<file path="src/shared/sdw_regs.svh">
// Constants for the serial converter write link and its host controller
`ifndef SDW_REGS_SVH
`define SDW_REGS_SVH

`define SDW_WORD_BITS      24
`define SDW_CODE_BITS      16
`define SDW_CODE_LSB       0
`define SDW_CODE_MSB       15
`define SDW_MODE_LSB       16
`define SDW_MODE_MSB       17
`define SDW_CODE_RESET     16'h0000
`define SDW_MODE_RESET     2'h0
`define SDW_WORD_RESET     24'h000000
`define SDW_COUNT_RESET    5'h00
`define SDW_COUNT_LAST     5'h17
`define SDW_CODE_SCALE     65536
`define SDW_CLOCK_MHZ      25
`define SDW_WAKE_NS        2500
`define SDW_SYNC_HIGH_NS   33
`define SDW_LINK_MAX_MHZ   30
// APB register offsets of the host controller
`define SDW_REG_DATA       12'h000
`define SDW_REG_CTRL       12'h004
`define SDW_REG_STATUS     12'h008
`define SDW_REG_DIV        12'h00C
`define SDW_CTRL_GO_BIT    0
`define SDW_CTRL_ABORT_BIT 1
`define SDW_DIV_RESET      8'h02

`endif

</file>
<file path="src/shared/sdw_pkg.sv">
// Types shared by both ends of the serial converter write link
package sdw_pkg;
  typedef enum logic [1:0] {
    SDW_MODE_NORMAL,
    SDW_MODE_PD_1K,
    SDW_MODE_PD_100K,
    SDW_MODE_PD_HIZ
  } sdw_mode_type;
endpackage

</file>
<file path="src/shared/sdw_link_if.sv">
// Three-wire write link between the host controller and the converter end
`timescale 1ns/1ps
interface sdw_link_if;
  logic sync_n;
  logic sclk;
  logic sdata;
  modport host (output sync_n, output sclk, output sdata);
  modport device (input sync_n, input sclk, input sdata);
endinterface

</file>
<file path="src/rtl/sdw_device.sv">
// Converter end: receives 24-bit frames and holds code and power mode
`timescale 1ns/1ps
`include "sdw_regs.svh"

module sdw_device #(
  parameter int WAKE_NS   = `SDW_WAKE_NS,
  parameter int CLOCK_MHZ = `SDW_CLOCK_MHZ
) (
  input  wire logic                    clock,
  input  wire logic                    nrst,
  sdw_link_if.device                   link,
  output logic [`SDW_CODE_BITS-1:0]    code,
  output sdw_pkg::sdw_mode_type        mode,
  output logic                         amp_connected,
  output logic                         term_1k,
  output logic                         term_100k,
  output logic                         output_valid,
  output logic                         frame_applied,
  output logic                         frame_aborted
);
  import sdw_pkg::*;

  // Wake delay in clock cycles, rounded down, at least one
  localparam int WAKE_RAW    = (WAKE_NS * CLOCK_MHZ) / 1000;
  localparam int WAKE_CYCLES = (WAKE_RAW < 1) ? 1 : WAKE_RAW;
  localparam int WAKE_W      = $clog2(WAKE_CYCLES + 1);

  ////////////////////////////////////////////////////////////////////////////
  // Pin synchronisers: three stages, a change counts when stages 2 and 3 agree

  logic [2:0] sync_pipe;
  logic [2:0] sclk_pipe;
  logic [2:0] data_pipe;
  logic       sync_level;
  logic       sclk_level;

  always_ff @(posedge clock or negedge nrst) begin
    if (!nrst) begin
      sync_pipe <= 3'h7;
      sclk_pipe <= 3'h0;
      data_pipe <= 3'h0;
    end else begin
      sync_pipe <= {sync_pipe[1:0], link.sync_n};
      sclk_pipe <= {sclk_pipe[1:0], link.sclk};
      data_pipe <= {data_pipe[1:0], link.sdata};
    end
  end

  always_ff @(posedge clock or negedge nrst) begin
    if (!nrst) begin
      sync_level <= 1'b1;
      sclk_level <= 1'b0;
    end else begin
      if (sync_pipe[1] == sync_pipe[2]) begin
        sync_level <= sync_pipe[2];
      end
      if (sclk_pipe[1] == sclk_pipe[2]) begin
        sclk_level <= sclk_pipe[2];
      end
    end
  end

  // Data is stable around the clock edge, so stage 3 is the sampled bit
  logic sync_fall;
  logic sync_rise;
  logic sclk_fall;
  assign sync_fall = sync_level && (sync_pipe[1] == sync_pipe[2]) && !sync_pipe[2];
  assign sync_rise = !sync_level && (sync_pipe[1] == sync_pipe[2]) && sync_pipe[2];
  assign sclk_fall = sclk_level && (sclk_pipe[1] == sclk_pipe[2]) && !sclk_pipe[2];

  ////////////////////////////////////////////////////////////////////////////
  // Frame reception

  typedef enum logic [1:0] {
    SDW_RX_IDLE,
    SDW_RX_SHIFT,
    SDW_RX_DONE
  } sdw_rx_type;

  sdw_rx_type                 rx_state;
  logic [`SDW_WORD_BITS-1:0]  shift_word;
  logic [4:0]                 bit_count;
  logic [`SDW_WORD_BITS-1:0]  next_word;
  logic                       last_edge;

  assign next_word = {shift_word[`SDW_WORD_BITS-2:0], data_pipe[2]};
  assign last_edge = (rx_state == SDW_RX_SHIFT) && sclk_fall && !sync_rise
                     && (bit_count == `SDW_COUNT_LAST);

  always_ff @(posedge clock or negedge nrst) begin
    if (!nrst) begin
      rx_state   <= SDW_RX_IDLE;
      shift_word <= `SDW_WORD_RESET;
      bit_count  <= `SDW_COUNT_RESET;
    end else begin
      case (rx_state)
        SDW_RX_IDLE: begin
          if (sync_fall) begin
            rx_state   <= SDW_RX_SHIFT;
            bit_count  <= `SDW_COUNT_RESET;
            shift_word <= `SDW_WORD_RESET;
          end
        end
        SDW_RX_SHIFT: begin
          if (sync_rise) begin
            rx_state   <= SDW_RX_IDLE;
            shift_word <= `SDW_WORD_RESET;
            bit_count  <= `SDW_COUNT_RESET;
          end else if (sclk_fall) begin
            shift_word <= next_word;
            bit_count  <= bit_count + 5'h01;
            if (bit_count == `SDW_COUNT_LAST) begin
              rx_state <= SDW_RX_DONE;
            end
          end
        end
        SDW_RX_DONE: begin
          // Further clock edges do nothing until a fresh select fall
          if (sync_rise) begin
            rx_state  <= SDW_RX_IDLE;
            bit_count <= `SDW_COUNT_RESET;
          end
        end
        default: begin
          rx_state <= SDW_RX_IDLE;
        end
      endcase
    end
  end

  ////////////////////////////////////////////////////////////////////////////
  // Held code and mode: only a complete frame updates them

  always_ff @(posedge clock or negedge nrst) begin
    if (!nrst) begin
      code <= `SDW_CODE_RESET;
      mode <= SDW_MODE_NORMAL;
    end else if (last_edge) begin
      // Code stored unsigned; analog side scales by SDW_CODE_SCALE
      code <= next_word[`SDW_CODE_MSB:`SDW_CODE_LSB];
      mode <= sdw_mode_type'(next_word[`SDW_MODE_MSB:`SDW_MODE_LSB]);
    end
  end

  always_ff @(posedge clock or negedge nrst) begin
    if (!nrst) begin
      frame_applied <= 1'b0;
      frame_aborted <= 1'b0;
    end else begin
      frame_applied <= last_edge;
      frame_aborted <= (rx_state == SDW_RX_SHIFT) && sync_rise;
    end
  end

  ////////////////////////////////////////////////////////////////////////////
  // Output stage control and wake delay

  always_comb begin
    amp_connected = 1'b0;
    term_1k       = 1'b0;
    term_100k     = 1'b0;
    case (mode)
      SDW_MODE_NORMAL:  amp_connected = 1'b1;
      SDW_MODE_PD_1K:   term_1k = 1'b1;
      SDW_MODE_PD_100K: term_100k = 1'b1;
      SDW_MODE_PD_HIZ:  amp_connected = 1'b0;
      default:          amp_connected = 1'b0;
    endcase
  end

  logic [WAKE_W-1:0] wake_count;

  always_ff @(posedge clock or negedge nrst) begin
    if (!nrst) begin
      wake_count   <= '0;
      output_valid <= 1'b1;
    end else if (mode != SDW_MODE_NORMAL) begin
      wake_count   <= WAKE_W'(WAKE_CYCLES);
      output_valid <= 1'b0;
    end else if (wake_count != '0) begin
      wake_count   <= wake_count - 1'b1;
      output_valid <= (wake_count == WAKE_W'(1));
    end else begin
      output_valid <= 1'b1;
    end
  end
  // three-stage sampling at 25 MHz resolves host link below 6.25 MHz
  // faster links need the device clock scaled up accordingly.
endmodule

</file>
<file path="src/flat_wrapper.sv">
// flat-port wrapper written by rule: the top's interface ports become plain ports
module sdw_device_flat import sdw_pkg::*;
#(
  parameter int WAKE_NS   = `SDW_WAKE_NS,
  parameter int CLOCK_MHZ = `SDW_CLOCK_MHZ
)
  (clock, nrst, code, mode, amp_connected, term_1k, term_100k, output_valid, frame_applied, frame_aborted, link_sync_n, link_sclk, link_sdata);
  sdw_link_if link_i ();
  input  wire logic clock;
  input  wire logic nrst;
  output logic [`SDW_CODE_BITS-1:0] code;
  output sdw_pkg::sdw_mode_type mode;
  output logic amp_connected;
  output logic term_1k;
  output logic term_100k;
  output logic output_valid;
  output logic frame_applied;
  output logic frame_aborted;
  input wire logic [$bits(link_i.sync_n)-1:0] link_sync_n;
  input wire logic [$bits(link_i.sclk)-1:0] link_sclk;
  input wire logic [$bits(link_i.sdata)-1:0] link_sdata;
  assign link_i.sync_n = link_sync_n;
  assign link_i.sclk = link_sclk;
  assign link_i.sdata = link_sdata;
  sdw_device #(.WAKE_NS(WAKE_NS), .CLOCK_MHZ(CLOCK_MHZ)) u_core (.clock(clock), .nrst(nrst), .link(link_i), .code(code), .mode(mode), .amp_connected(amp_connected), .term_1k(term_1k), .term_100k(term_100k), .output_valid(output_valid), .frame_applied(frame_applied), .frame_aborted(frame_aborted));
endmodule
</file>
<file path="config.mk">
export PLATFORM = sky130hd
export DESIGN_NAME = sdw_device_flat
export DESIGN_NICKNAME = d
export VERILOG_FILES = /design/src/shared/sdw_pkg.sv /design/src/shared/sdw_link_if.sv /design/src/rtl/sdw_device.sv /design/src/flat_wrapper.sv
export VERILOG_INCLUDE_DIRS = /design/src /design/src/shared
export SDC_FILE = /design/constraint.sdc
export NUM_CORES = 1
export LEC_CHECK = 0
export BUFFER_PORTS_ARGS = -buffer_cell sky130_fd_sc_hd__clkbuf_2
export CORE_MARGIN = 5
export CORE_UTILIZATION = 45
export DETAILED_ROUTE_END_ITERATION = 6
export SYNTH_ARGS = -nofsm -noshare
export SYNTH_HDL_FRONTEND = slang
export SYNTH_SLANG_ARGS = --single-unit
</file>
<file path="constraint.sdc">
create_clock -name clock -period 2.9 [get_ports clock]
set_clock_uncertainty 0.15 [all_clocks]
set_input_delay 0.145 -clock clock [delete_from_list [all_inputs] [get_ports clock]]
set_output_delay 0.145 -clock clock [all_outputs]
set_load 0.01 [all_outputs]
</file>
* After elaboration in Yosys (flattened, before gate mapping) *
Index checks and enable logic that the tools add are counted.

word-level totals
  bits of input ports = 5
  latch bits = 0
  register bits = 62
  memory bits (read-only) = 0
  logic and storage cells = 74
  output and inout bits = 24
  memories = 0
  memory bits (writable) = 0

cells by class
  equal/unequal tests = 12
  order comparisons = 0
  reduce and logical (&&, ||, !) cells = 24
  add/sub/neg operators = 2
  bitwise operators = 0
  shift operators = 0
  muxes and demuxes = 22
  $mul = 0
  div/mod/pow operators = 0

operator list
  cell                                                 number
  2-to-1 mux 17 bit                                    3
  case mux 17 bit (2 select lines)                     1
  2-to-1 mux 5 bit                                     4
  case mux 5 bit (3 select lines)                      1
  2-to-1 mux 6 bit                                     2
  logical AND 1 bit                                    10
  2-to-1 mux 2 bit                                     5
  AND reduction 4 bit                                  2
  equality test 6 x 1 -> 1 bit, second input constant  1
  case mux 2 bit (3 select lines)                      1
  nonzero test 2 bit                                   3
  nonzero test 6 bit                                   1
  subtractor 6 x 1 -> 6 bit, second input constant     1
  adder 5 x 1 -> 5 bit, second input constant          1
  equality test 5 bit, second input constant           1
  2-to-1 mux 1 bit                                     5
  equality test 2 x 1 -> 1 bit, second input constant  2
  equality test 2 bit, second input constant           2
  zero test 1 bit                                      4
  zero test 2 bit                                      2
  != test 2 x 1 -> 1 bit, second input constant        2
  != test 3 x 1 -> 1 bit, second input constant        1
  != test 3 x 2 -> 1 bit, second input constant        1
  AND reduction 3 bit                                  1
  other kinds (2)                                      3

* Logic depth before layout (Yosys ltp) *
  depth after elaboration = 6
  mapped depth = 7

* Worst setup path after synthesis *
No wires, ideal clock.

  path kind = register -> register
  from = reg u_core.sclk_pipe[2]
  to = reg u_core.code[10]
  slack = 0.503 ns
  cell stages (with the launch flop) = 6
  setup time = 0.125 ns
  required time = 2.625 ns
  arrival time = 2.122 ns
  path through = dfrtp_1 > or3b_4 > or4_4 > nor3_4 > buf_12 > mux2_4

between the ends
  longest elaborated chain between the ends = 6

RTL lines
  element                            RTL line           RTL
  start: declaration                 sdw_device.sv:32   logic [2:0] sclk_pipe;
  start signal: assignment           sdw_device.sv:44   sclk_pipe <= {sclk_pipe[1:0], link.sclk};
  equality test 1 bit                sdw_device.sv:69   assign sclk_fall = sclk_level && (sclk_pipe[1] == sclk_pipe[2]) && !sclk_pipe[2];
  logical AND 1 bit                  sdw_device.sv:69
  logical AND 1 bit *                sdw_device.sv:69
  logical AND 1 bit * (3 in series)  sdw_device.sv:87   assign last_edge = (rx_state == SDW_RX_SHIFT) && sclk_fall && !sync_rise
  via u_core.last_edge               sdw_device.sv:84   logic last_edge;
  end signal: assignment             sdw_device.sv:136  code <= `SDW_CODE_RESET;
  end signal: assignment             sdw_device.sv:140  code <= next_word[`SDW_CODE_MSB:`SDW_CODE_LSB];
  end: declaration                   sdw_device.sv:12   output logic [`SDW_CODE_BITS-1:0] code,

The timed path passes the listed nets; every way through them passes the cells marked *.
A chain may end at the register's enable or synchronous reset.

* Worst setup path after layout *
  from = reg u_core.sclk_pipe[2]
  to = reg u_core.mode[1]

between the ends
  longest elaborated chain between the ends = 6

RTL lines
  element                            RTL line           RTL
  equality test 1 bit                sdw_device.sv:69
  logical AND 1 bit                  sdw_device.sv:69
  logical AND 1 bit *                sdw_device.sv:69
  logical AND 1 bit * (3 in series)  sdw_device.sv:87
  end signal: assignment             sdw_device.sv:141  mode <= sdw_mode_type'(next_word[`SDW_MODE_MSB:`SDW_MODE_LSB]);
  end: declaration                   sdw_device.sv:13   output sdw_pkg::sdw_mode_type mode,

Every way passes the cells marked *; elsewhere a longest branch is shown, timed or not.

==> results.yml <==
place:
  portBuffers: 28
  dp_hpwl_mm: 2.92
  gp_congestion: 0.816
clock_tree:
  cts_resized: 0
  clkTransAtPathRegs_ns: 0.06
  clock-sinks: 62
  clockRootBuffer: "clkbuf_8"
  cts_tree: "yes"
  cts_htree_levels: 3
  clock_path_buffers: 2
  numCtsBuffers: 9
  clk_latency_ns: 0.34
global_route:
  grt_pass1_wl_mm: 7.60
  antenna_found_initial: 0
  grt_remaining_overflow: 0
  grt_pass1_vias: 1595
  grt_start_max_net_pins: 63
  grt_use_total_pct: 13.7
sta:
  finalHoldViolCount: 0
  finalWorstPathRequiredPeriod_ns: 2.32
  fin_crit_sh_pct: 80.1
  relSlewSlack_pct: 50.1
  finalSetupViolations: 0
  rsz0062_at_grt: "no"
  tns_ns: 0
  fmax_mhz: 431
  drv_slew: 0
  worstMarginPinSlew_ns: 0.748
detailed_routing:
  drtIter0Drc: 71
  vias: 1558
  wl_per_cell_um: 14.4
  ant_nets: 0
  drc_errors: 0
  finalWirelength_mm: 4.30
  dr.pass1.iters: 4
  routed_via_density: 5.21
min_path:
  holdCritStartpoint: "u_core.sclk_pipe[0]"
  hold_depth: 0
  min_path_type: "reg -> reg"
  holdPathEnd: "u_core.sclk_pipe[1]"
yosys:
  synth-edff-count: 0
  ys_warn_count: 0
  synth_area_leaders: "dfrtp_1 57%, a22o_1 5.9%, mux2_4 5.4%"
  synth_flop_cell: "dfrtp_1"
  synth_commonest_cells: "57 x dfrtp_1, 17 x a22o_1, 10 x nor2_1"
  synth.most_common_cell: "dfrtp_1"
  syn_nets: 190
  async_reset_ff_share_pct: 100
  postSynthCellCount: 181
  postSynthAreaPerCell_sq_um: 13.9
  ys_seq_elements: 62
  synth_area_sq_um: 2510
  netlist.area_leader.share_pct: 56.8
  synth_area_leader_cell: "dfrtp_1"
  yosysSeqAreaShare_pct: 62.0
  yosysUniqueCellTypes: 45
status:
  outcome: "finished clean"
die:
  die_h_um: 84.7
  die-area_sq_um: 7180
  io_pins: 29
  floorplan.initialDensity_pct: 45.9
  placementRows: 27
  core_area_sq_um: 5470
  die_w_um: 84.7
setup_path:
  crit_path_start_kind: "flip-flop"
  crit_family: "simple AND/OR/NAND/NOR gates"
  rrSetupSlack_ns: 0.58
  critical_path_class: "reg -> reg"
  timing.rr.end: "u_core.mode[1]"
  path_buf_inv: 1
  cp_slowest_cell: "or4_4"
  crit_chain: "or3b_4, or4_4, nor3_4, buf_4, mux2_2"
  slowest_delay_ns: 0.52
  reg2reg_depth: 5
  critPathArrivalTime_ns: 2.40
  end_kind: "flip-flop"
  required_ns: 2.98
  critPathMaxFanout: 10
  r2r-start: "u_core.sclk_pipe[2]"
final_layout:
  nFillCells: 453
  multi_input_area_sq_um: 890
  antenna_cells: 0
  regArea_sq_um: 1560
  layout-drive-gt1-share_pct: 34.4
  syn_to_final_growth_pct: 19.7
  fin_util_pct: 55.0
  fin_nets: 231
power_and_ir_drop:
  vdd_drop_max_mv: 0.476
  p_leak_nw: 1.49
  power_mw: 1.98
  power.density_nw_per_um2: 657
job:
  maxCapViolCount: 0
kinds of logic (layout without fill, tap and decap cells):
| kind of cell | Yosys count | after routing | share of synthesized area [%] |
|---|---|---|---|
| AOI/OAI and AO/OA | 35 | 35 | 11.1 |
| muxes | 20 | 20 | 10.2 |
| buffers and inverters | 13 | 59 | 2.59 |
| xor gates and xnor gates | 2 | 2 | 0.697 |
| and+or+nand+nor | 43 | 43 | 10.6 |
| DFF | 62 | 62 | 62.0 |
| adders and majority gates | 6 | 6 | 2.79 |
report_power, final:
part / internal (mW) / switching [mW]
clock network: 0.553 / 0.314
logic: 0.0628 / 0.116
registers: 0.902 / 0.0295
total: 1.52 / 0.459
per-stage QoR:
stage | cell area, sq um | std cells | worst slack (ns) | hold WS, ns
6_report | 3010 | 299 | 0.578 | 0.206
5_1_grt | 3010 | 299 | 0.467 | 0.209
4_1_cts | 3010 | 299 | 0.558 | 0.206
3_5_place_dp | 2730 | 279 | 0.578 | 0.0896
3_3_place_gp | 2730 | 279 | 0.613 | 0.0834
2_1_floorplan | 2510 | 181 | 0.503 | -0.301
registers in the layout, summed over array words and instances (netlist names):
signal / cells
u_core.shift_word: 17
u_core.code: 16
u_core.wake_count: 6
u_core.bit_count: 5
u_core.data_pipe: 3
u_core.sclk_pipe: 3
u_core.sync_pipe: 3
u_core.mode: 2
u_core.rx_state: 2
u_core.frame_aborted: 1
u_core.frame_applied: 1
u_core.output_valid: 1
u_core.sclk_level: 1
u_core.sync_level: 1
how the worst max path moves through the flow:
| stage | from | to | cells past startpoint |
|---|---|---|---|
| global route | u_core.sclk_pipe[2] | u_core.mode[1] | 5 |
| detailed placement | u_core.sclk_pipe[2] | u_core.mode[1] | 5 |
| CTS | u_core.sclk_pipe[2] | u_core.mode[1] | 5 |
| global placement | u_core.sclk_pipe[2] | u_core.mode[1] | 5 |
| floorplan | u_core.sclk_pipe[2] | u_core.code[10] | 5 |
| finish | u_core.sclk_pipe[2] | u_core.mode[1] | 5 |
timing repair:
item                      4_1_cts  5_1_grt
hold buffers                    4        0
hold endpoints to repair       60        0
buffers inserted                0        0
layout make-up:
type	instances	share of cell area, %
repair buffers	36	6.99
well taps	72	3.00
multi-input cells	106	29.6
inverters	7	0.874
clock buffers	13	5.62
clock inverters	3	2.16
flip-flops and latches	62	51.8
cell usage in the layout, fill, tap and decap left out, types with 4 or more instances in the layout:
cell type      count
dfrtp_1           57
clkbuf_2          28
a22o_1            17
clkbuf_8          12
nor2_1            10
mux2_4             9
mux2_2             9
inv_1              7
nand2_1            6
dfstp_2            5
ha_1               4
dlygate4sd3_1      4
buf_4              4
metal layers:
metal	share of wire, %	routed length [um]	vias up	global-route usage [%]
li1	-	-	739	-
met1	44	1880	772	16.7
met2	47	2020	36	20.4
met3	6.5	281	11	5.89
met4	2.8	119	0	7.77
met5	0	0	-	0
worst reg2reg max path, stage by stage, from the launching register on:
cell	delay [ns]
dfrtp_1	0.39
or3b_4	0.41
or4_4	0.52
nor3_4	0.14
buf_4	0.24
mux2_2	0.36
(Power assumes the default switching activity.)
